===== src/logic/lmx_consts.svh =====
// Purpose: constants of the literal and indirect move execution block
// Assumes: 14-bit instruction words, one instruction per ref_clk cycle
// Notes: opcode patterns are matched as (word & mask) == pattern
`ifndef LMX_CONSTS_SVH
`define LMX_CONSTS_SVH

// ****************************************************************
// opcode patterns and masks
// ****************************************************************
`define LMX_PAT_IDLE 14'h0000
`define LMX_PAT_SWRESET 14'h0001
`define LMX_PAT_OPTION 14'h0062
`define LMX_MSK_EXACT 14'h3FFF
`define LMX_PAT_BANK 14'h0020
`define LMX_MSK_BANK 14'h3FE0
`define LMX_PAT_PAGE 14'h3180
`define LMX_MSK_PAGE 14'h3F80
`define LMX_PAT_ACC 14'h3000
`define LMX_MSK_ACC 14'h3F00
`define LMX_PAT_DIRECT 14'h0080
`define LMX_MSK_DIRECT 14'h3F80
`define LMX_PAT_IND_MODE 14'h0018
`define LMX_MSK_IND_MODE 14'h3FF8
`define LMX_PAT_IND_OFF 14'h3F80
`define LMX_MSK_IND_OFF 14'h3F80

// ****************************************************************
// operand field positions
// ****************************************************************
`define LMX_BANK_MSB 4
`define LMX_PAGE_MSB 6
`define LMX_ACC_MSB 7
`define LMX_FADDR_MSB 6
`define LMX_MODE_MSB 1
`define LMX_IND_SEL_MODE_BIT 2
`define LMX_IND_SEL_OFF_BIT 6
`define LMX_OFF_MSB 5

// ****************************************************************
// window addresses and reset values
// ****************************************************************
`define LMX_WINDOW0_ADDR 7'h00
`define LMX_WINDOW1_ADDR 7'h01
`define LMX_RST_ACC 8'h00
`define LMX_RST_BANK 5'h00
`define LMX_RST_PAGE 7'h00
`define LMX_RST_OPTION 8'hFF
`define LMX_RST_PTR 16'h0000
`define LMX_RST_STATUS 8'h00
`define LMX_RST_RI_FLAG 1'b1

`endif


===== src/logic/lmx_pkg.sv =====
// Purpose: types shared by the move execution block
// Assumes: constants come from lmx_consts.svh
// Notes: none
package lmx_pkg;

    // ****************************************************************
    // instruction classes
    // ****************************************************************
    typedef enum logic [3:0] {
        LMX_OP_NONE = 4'b0000,
        LMX_OP_IDLE = 4'b0001,
        LMX_OP_SWRESET = 4'b0010,
        LMX_OP_OPTION = 4'b0011,
        LMX_OP_BANK = 4'b0100,
        LMX_OP_PAGE = 4'b0101,
        LMX_OP_ACC = 4'b0110,
        LMX_OP_DIRECT = 4'b0111,
        LMX_OP_IND_MODE = 4'b1000,
        LMX_OP_IND_OFF = 4'b1001,
        LMX_OP_OTHER = 4'b1010
    } lmx_op_e;

    // pointer update modes
    typedef enum logic [1:0] {
        LMX_PREINC = 2'b00,
        LMX_PREDEC = 2'b01,
        LMX_POSTINC = 2'b10,
        LMX_POSTDEC = 2'b11
    } lmx_mode_e;

    // ****************************************************************
    // carriers
    // ****************************************************************
    typedef struct packed {
        logic valid;
        logic [13:0] word;
    } lmx_instr_s;

    typedef struct packed {
        logic strobe;
        logic [15:0] addr;
        logic [7:0] data;
    } lmx_write_s;

endpackage : lmx_pkg


===== src/logic/lmx_ptr_unit.sv =====
// Purpose: effective address and next value of an indirect pointer
// Assumes: purely combinational, 16-bit pointer
// Notes: arithmetic is modulo 2^16 so both ends wrap
`timescale 1ns/1ps
module lmx_ptr_unit (
    input wire logic [15:0] ptr,
    input wire lmx_pkg::lmx_mode_e pointer_update_mode,
    input wire logic use_offset,
    input wire logic [5:0] offset,
    output logic [15:0] eff_addr,
    output logic [15:0] ptr_next
);
    import lmx_pkg::*;

    // wrapping add of a signed delta
    function automatic logic [15:0] add_wrap(input logic [15:0] a, input logic [15:0] d);
        add_wrap = 16'(a + d);
    endfunction : add_wrap

    // ****************************************************************
    // address and update selection
    // ****************************************************************
    always_comb begin
        eff_addr = ptr;
        ptr_next = ptr;
        if (use_offset) begin
            eff_addr = add_wrap(ptr, {{10{offset[5]}}, offset});
        end else begin
            unique case (pointer_update_mode)
                LMX_PREINC: begin
                    eff_addr = add_wrap(ptr, 16'h0001);
                    ptr_next = add_wrap(ptr, 16'h0001);
                end
                LMX_PREDEC: begin
                    eff_addr = add_wrap(ptr, 16'hFFFF);
                    ptr_next = add_wrap(ptr, 16'hFFFF);
                end
                LMX_POSTINC: ptr_next = add_wrap(ptr, 16'h0001);
                LMX_POSTDEC: ptr_next = add_wrap(ptr, 16'hFFFF);
            endcase
        end
    end

endmodule : lmx_ptr_unit


===== src/logic/lmx_exec.sv =====
// Purpose: execution of literal, direct and indirect moves of an 8-bit core
// Assumes: one instruction word per ref_clk cycle, from same-clock fetch logic
// Notes: all effects appear at the edge that takes the instruction, except the soft reset clear, which comes one edge later
`timescale 1ns/1ps
`include "lmx_consts.svh"
module lmx_exec (
    input wire logic ref_clk,
    input wire logic sys_rst,
    input wire lmx_pkg::lmx_instr_s instr_in,
    input wire logic status_wr_en,
    input wire logic [7:0] status_wr_data,
    input wire logic ri_flag_set,
    output logic [7:0] acc_reg,
    output logic [4:0] bank_select_reg,
    output logic [6:0] program_high_latch,
    output logic [7:0] prescaler_cfg_reg,
    output logic [15:0] ptr0_reg,
    output logic [15:0] ptr1_reg,
    output logic [7:0] status_reg,
    output logic reset_instruction_flag,
    output lmx_pkg::lmx_write_s file_wr_reg,
    output logic pc_advance_reg,
    output logic device_reset_reg
);
    import lmx_pkg::*;

    // ****************************************************************
    // decode
    // ****************************************************************
    function automatic logic hit(input logic [13:0] w, input logic [13:0] m,
                                 input logic [13:0] p);
        hit = (w & m) == p;
    endfunction : hit

    lmx_op_e op;
    logic [13:0] w;
    logic soft_rst;
    logic rst_all;

    assign w = instr_in.word;
    assign soft_rst = device_reset_reg;
    assign rst_all = sys_rst | soft_rst;

    // classify the current word
    always_comb begin
        op = LMX_OP_NONE;
        if (!instr_in.valid || soft_rst) begin
            op = LMX_OP_NONE;
        end else if (hit(w, `LMX_MSK_EXACT, `LMX_PAT_IDLE)) begin
            op = LMX_OP_IDLE;
        end else if (hit(w, `LMX_MSK_EXACT, `LMX_PAT_SWRESET)) begin
            op = LMX_OP_SWRESET;
        end else if (hit(w, `LMX_MSK_EXACT, `LMX_PAT_OPTION)) begin
            op = LMX_OP_OPTION;
        end else if (hit(w, `LMX_MSK_BANK, `LMX_PAT_BANK)) begin
            op = LMX_OP_BANK;
        end else if (hit(w, `LMX_MSK_ACC, `LMX_PAT_ACC)) begin
            op = LMX_OP_ACC;
        end else if (hit(w, `LMX_MSK_PAGE, `LMX_PAT_PAGE)) begin
            op = LMX_OP_PAGE;
        end else if (hit(w, `LMX_MSK_DIRECT, `LMX_PAT_DIRECT)) begin
            op = LMX_OP_DIRECT;
        end else if (hit(w, `LMX_MSK_IND_MODE, `LMX_PAT_IND_MODE)) begin
            op = LMX_OP_IND_MODE;
        end else if (hit(w, `LMX_MSK_IND_OFF, `LMX_PAT_IND_OFF)) begin
            op = LMX_OP_IND_OFF;
        end else begin
            op = LMX_OP_OTHER;
        end
    end

    // ****************************************************************
    // indirect address path
    // ****************************************************************
    logic ptr_sel;
    logic [15:0] ptr_cur;
    logic [15:0] eff_addr;
    logic [15:0] ptr_next;
    logic [6:0] faddr;
    logic [15:0] direct_addr;

    assign ptr_sel = (op == LMX_OP_IND_OFF) ? w[`LMX_IND_SEL_OFF_BIT]
                                            : w[`LMX_IND_SEL_MODE_BIT];
    assign ptr_cur = ptr_sel ? ptr1_reg : ptr0_reg;
    assign faddr = w[`LMX_FADDR_MSB:0];

    lmx_ptr_unit u_ptr (
        .ptr(ptr_cur),
        .pointer_update_mode(lmx_mode_e'(w[`LMX_MODE_MSB:0])),
        .use_offset(op == LMX_OP_IND_OFF),
        .offset(w[`LMX_OFF_MSB:0]),
        .eff_addr(eff_addr),
        .ptr_next(ptr_next)
    );

    // window addresses have no storage: go through the pointer
    always_comb begin
        direct_addr = {9'h000, faddr};
        if (faddr == `LMX_WINDOW0_ADDR) begin
            direct_addr = ptr0_reg;
        end else if (faddr == `LMX_WINDOW1_ADDR) begin
            direct_addr = ptr1_reg;
        end
    end

    // ****************************************************************
    // architectural registers
    // ****************************************************************
    // accumulator literal load
    always_ff @(posedge ref_clk) begin
        if (rst_all) begin
            acc_reg <= `LMX_RST_ACC;
        end else if (op == LMX_OP_ACC) begin
            acc_reg <= w[`LMX_ACC_MSB:0];
        end
    end

    // bank select load
    always_ff @(posedge ref_clk) begin
        if (rst_all) begin
            bank_select_reg <= `LMX_RST_BANK;
        end else if (op == LMX_OP_BANK) begin
            bank_select_reg <= w[`LMX_BANK_MSB:0];
        end
    end

    // program counter high latch load
    always_ff @(posedge ref_clk) begin
        if (rst_all) begin
            program_high_latch <= `LMX_RST_PAGE;
        end else if (op == LMX_OP_PAGE) begin
            program_high_latch <= w[`LMX_PAGE_MSB:0];
        end
    end

    // prescaler configuration load
    always_ff @(posedge ref_clk) begin
        if (rst_all) begin
            prescaler_cfg_reg <= `LMX_RST_OPTION;
        end else if (op == LMX_OP_OPTION) begin
            prescaler_cfg_reg <= acc_reg;
        end
    end

    // pointer updates, wrapping modulo 2^16
    always_ff @(posedge ref_clk) begin
        if (rst_all) begin
            ptr0_reg <= `LMX_RST_PTR;
            ptr1_reg <= `LMX_RST_PTR;
        end else if (op == LMX_OP_IND_MODE) begin
            if (ptr_sel) begin
                ptr1_reg <= ptr_next;
            end else begin
                ptr0_reg <= ptr_next;
            end
        end
    end

    // status is written only by the alu; moves never touch it
    always_ff @(posedge ref_clk) begin
        if (rst_all) begin
            status_reg <= `LMX_RST_STATUS;
        end else if (status_wr_en) begin
            status_reg <= status_wr_data;
        end
    end

    // file register write port
    always_ff @(posedge ref_clk) begin
        if (rst_all) begin
            file_wr_reg <= '0;
        end else begin
            file_wr_reg.strobe <= (op == LMX_OP_DIRECT) || (op == LMX_OP_IND_MODE)
                                  || (op == LMX_OP_IND_OFF);
            file_wr_reg.data <= acc_reg;
            file_wr_reg.addr <= (op == LMX_OP_DIRECT) ? direct_addr : eff_addr;
        end
    end

    // at most one instruction retires per cycle; the soft reset word does not retire
    always_ff @(posedge ref_clk) begin
        if (rst_all) begin
            pc_advance_reg <= 1'b0;
        end else begin
            pc_advance_reg <= (op != LMX_OP_NONE) && (op != LMX_OP_SWRESET);
        end
    end

    // software reset pulse, one cycle wide
    always_ff @(posedge ref_clk) begin
        if (rst_all) begin
            device_reset_reg <= 1'b0;
        end else begin
            device_reset_reg <= (op == LMX_OP_SWRESET);
        end
    end

    // reset cause flag: survives the soft reset, instruction clear wins
    always_ff @(posedge ref_clk) begin
        if (sys_rst) begin
            reset_instruction_flag <= `LMX_RST_RI_FLAG;
        end else if (op == LMX_OP_SWRESET) begin
            reset_instruction_flag <= 1'b0;
        end else if (ri_flag_set) begin
            reset_instruction_flag <= 1'b1;
        end
    end
endmodule : lmx_exec


===== config.mk =====
export PLATFORM = sky130hd
export DESIGN_NAME = lmx_exec
export DESIGN_NICKNAME = d
export VERILOG_FILES = /design/src/logic/lmx_pkg.sv /design/src/logic/lmx_ptr_unit.sv /design/src/logic/lmx_exec.sv
export VERILOG_INCLUDE_DIRS = /design/src /design/src/logic
export SDC_FILE = /design/constraint.sdc
export NUM_CORES = 1
export LEC_CHECK = 0
export ABC_AREA = 1
export BUFFER_PORTS_ARGS = -buffer_cell sky130_fd_sc_hd__buf_2
export CAP_MARGIN = 30
export CORE_MARGIN = 2
export CORE_UTILIZATION = 45
export DETAILED_ROUTE_END_ITERATION = 8
export PLACE_DENSITY_LB_ADDON = 0.2
export SLEW_MARGIN = 5
export SYNTH_ARGS = -nofsm -noshare
export SYNTH_HDL_FRONTEND = slang
export SYNTH_SLANG_ARGS = --single-unit

===== constraint.sdc =====
create_clock -name ref_clk -period 6.9 [get_ports ref_clk]
set_input_delay 1.725 -clock ref_clk [delete_from_list [all_inputs] [get_ports ref_clk]]
set_output_delay 1.725 -clock ref_clk [all_outputs]
set_load 0.005 [all_outputs]

==> metrics.md <==
| Metric | Value |
|---|---|
| Status | `finished clean` |
| Seq cells post-synth | `96` |
| I/O Buffers | `122` |
| Setup TNS | `0 ns` |
| Post-synthesis area per instance | `6.56 um^2` |
| Setup Skew | `0.0155 ns` |
| Critical Path RT | `7.20 ns` |
| Vias | `7,223` |
| Buffer and inverter count on the worst path | `5` |
| Post-synthesis cell area | `0.00676 mm^2` |
| Worst setup EP type | `flip-flop` |
| Initial antenna violation count | `0` |
| Tmin final | `5.72 ns` |
| Hold_ws | `0.445 ns` |
| Antenna cell count | `0` |
| Worst VDD drop | `0.121 mV` |
| Hold Crit Endpoint | `bank_select_reg[3]` |
| Worst hold start | `bank_select_reg[3]` |
| GRT busiest layer | `met2` |
| Post-CTS Resized | `0` |
| Static Leak | `3.76 nW` |
| ANT nets after route | `0` |
| Clock sink count | `96` |
| R2r startpoint | `device_reset_reg` |
| Hold buffers post-CTS | `0` |
| FF-to-FF path depth | `30` |
| Die Ht | `127 um` |
| Global route overflow | `0` |
| First-pass DRT Iterations | `6` |
| Fin cells | `1,321` |
| CTS tree | `done` |
| Largest net degree at the start of global routing | `57` |
| DR iter-0 viols | `769` |
| Inst Count DP | `1,305` |
| Met1 usage | `37.0%` |
| Crit path max fanout | `20` |
| Placeable Area | `0.0146 mm^2` |
| Worst Path Arrival | `6.02 ns` |
| Crit path max-delay family | `simple AND/OR/NAND/NOR gates` |
| Ranking of synthesized cells by area | `dfxtp_1 (28%), nand2_1 (12%), nand3_1 (7.0%)` |
| Most used DFF post-synth | `dfxtp_1` |
| Sequential element share of the synthesized area | `28.4%` |
| EDFF count, synth | `0` |
| DIE WIDTH | `127 um` |
| Worst Setup Start Kind | `primary input` |
| Vias in the first global route | `6,514` |
| TritonCTS buffer count | `9` |
| Fill cells | `1,491` |
| Worst hold path type | `flip-flop to flip-flop` |
| Placed inst area | `0.00745 mm^2` |
| Crit Path Class | `primary input to flip-flop` |
| Post-CTS setup buffers | `0` |
| DRC Markers | `0` |
| Fin. max-slew vios | `0` |
| Layout cells sized above 1 | `22.1%` |
| H-tree depth | `3` |
| Final HPWL DP | `16,100 um` |
| Fin crit share | `82.9%` |
| Worst path max stage delay | `0.39 ns` |
| Reg clk slew, reported paths | `0.08 ns` |
| Yosys warns | `0` |
| Critical Path Start | `instr_in[5]` |
| Clk Latency, worst-skew pair | `0.36 ns` |
| Mapped Nets | `1,075` |
| Initial Util | `46.3%` |
| Dominant cell type by area after synthesis | `dfxtp_1` |
| Final Setup Violations | `0` |
| Detailed Route WL | `21,300 um` |
| First-pass GRT wire length | `34,100 um` |
| Max reg flops | `25` |
| Async set-or-reset flop fraction in the synthesized netlist | `0%` |
| Netlist cell types | `46` |
| Core Rows | `44` |
| # IOs | `123` |
| WL/cell | `16.1 um` |
| Slew @ Worst Pin | `0.840 ns` |
| M3 GR Usage | `5.23%` |
| Die ar. | `0.0160 mm^2` |
| CP most frequent cell | `nand2_1` |
| Vias per std cell | `5.47` |
| GRT Total Usage | `26.6%` |
| Fmax | `0.175 GHz` |
| Max-cap violations | `0` |
| Longest Clk Path Bufs | `2` |
| Slew headroom | `43.6%` |
| Crit-path slowest cell | `buf_2` |
| Final hold violations | `0` |
| GPL Wtd Cong | `0.987` |
| Pwr Total | `1.42 mW` |
| Nets | `1,177` |
| Final Cell Area | `0.00775 mm^2` |
| Hold Path Stages | `2` |
| Synth top area share | `28.4%` |
| R2R setup slack | `2.65 ns` |
| End of the worst register-to-register path | `file_wr_reg[22]` |
| P&R area growth vs syn | `14.6%` |
| RSZ-0062 raised after global routing | `no` |
| Met2 usage | `41.6%` |
| Mapped Cells | `1,030` |
| Root Driver | `clkbuf_16` |
| Power density cells | `184 mW/mm^2` |
-- cell usage in the layout (no fill, tap or decap), drive strengths merged, types with 7 or more instances in the layout --
cell	count
nor2	106
nand4	7
buf	135
a21oi	88
dfxtp	96
a211oi	8
o21ai	105
inv	119
clkbuf	11
o22ai	8
clkinv	7
ha	17
o211ai	15
nand2	264
nand3	115
-- cell usage after synthesis (3+ instances only) --
library cell and number:
ha_1 17, nor3_1 5, clkbuf_1 28, nand3_1 95, nand2_2 30, xnor2_1 5
nand2_4 12, buf_2 3, o21ai_0 95, a211oi_1 8, inv_2 4, nor2_1 85
a21oi_1 87, buf_6 7, o211ai_1 15, nand3_4 6, dfxtp_1 96, nor2_2 15
nand3_2 14, nor2_4 5, nand4_1 7, o21ai_1 8, clkinv_1 4, or2_2 5
xor2_1 6, nand2_1 221, inv_1 114, o22ai_1 8
-- per-stage QoR --
| step | util, % | setup WS [ns] |
|---|---|---|
| floorplan | - | 1.54 |
| global placement | 51.1 | 0.944 |
| CTS | 53.1 | 1.24 |
| finish | 53.1 | 1.18 |
| global route | 53.1 | 0.586 |
| detailed placement | 51.1 | 0.851 |
-- power breakdown --
group          internal [mW]  switching [mW]  total [mW]
clock                  0.266           0.222       0.487
sequential             0.578          0.0172       0.595
combinational          0.113           0.227       0.340
total                  0.957           0.466        1.42
-- kinds of logic after synthesis --
| logic type | after synthesis | share of synthesized area [%] |
|---|---|---|
| compound gates | 234 | 19.0 |
| flops | 96 | 28.4 |
| simple gates | 504 | 37.1 |
| xor+xnor | 11 | 1.43 |
| buf+inv | 167 | 10.6 |
| fa+ha+maj | 18 | 3.44 |
-- worst reg2reg max path, delay by kind of cell (launching register included) --
kind	cells	cell delay [ns]
and+or+nand+nor	15	1.52
adders and majority gates	2	0.59
DFF	1	0.39
buffers and inverters	6	0.44
AOI/OAI and AO/OA	7	1.25
-- layer usage --
layer  vias up  routed length (um)  share of wire [%]
li1       3603                   -                  -
met1      3244                9650                 45
met2       335                9370                 44
met3        41                1780                8.3
met4         0                 506                2.4
met5         -                   0                  0
-- how the worst max path moves through the flow --
stage / endpoint / cells after the start
3_3_place_gp: file_wr_reg[22] / 31
5_1_grt: file_wr_reg[22] / 31
4_1_cts: file_wr_reg[22] / 31
6_report: file_wr_reg[22] / 31
3_5_place_dp: file_wr_reg[22] / 31
2_1_floorplan: file_wr_reg[22] / 33
-- final cells by class --
| cell class | count | area, um^2 | area share (%) |
|---|---|---|---|
| multi-input cells | 767 | 4130 | 53.3 |
| flip-flops and latches | 96 | 1920 | 24.8 |
| repair buffers | 135 | 708 | 9.14 |
| inverters | 123 | 464 | 5.99 |
| clock buffers | 11 | 253 | 3.26 |
| well taps | 184 | 230 | 2.97 |
| clock inverters | 5 | 41.3 | 0.533 |
No activity file was read; power rests on OpenSTA's default activity.
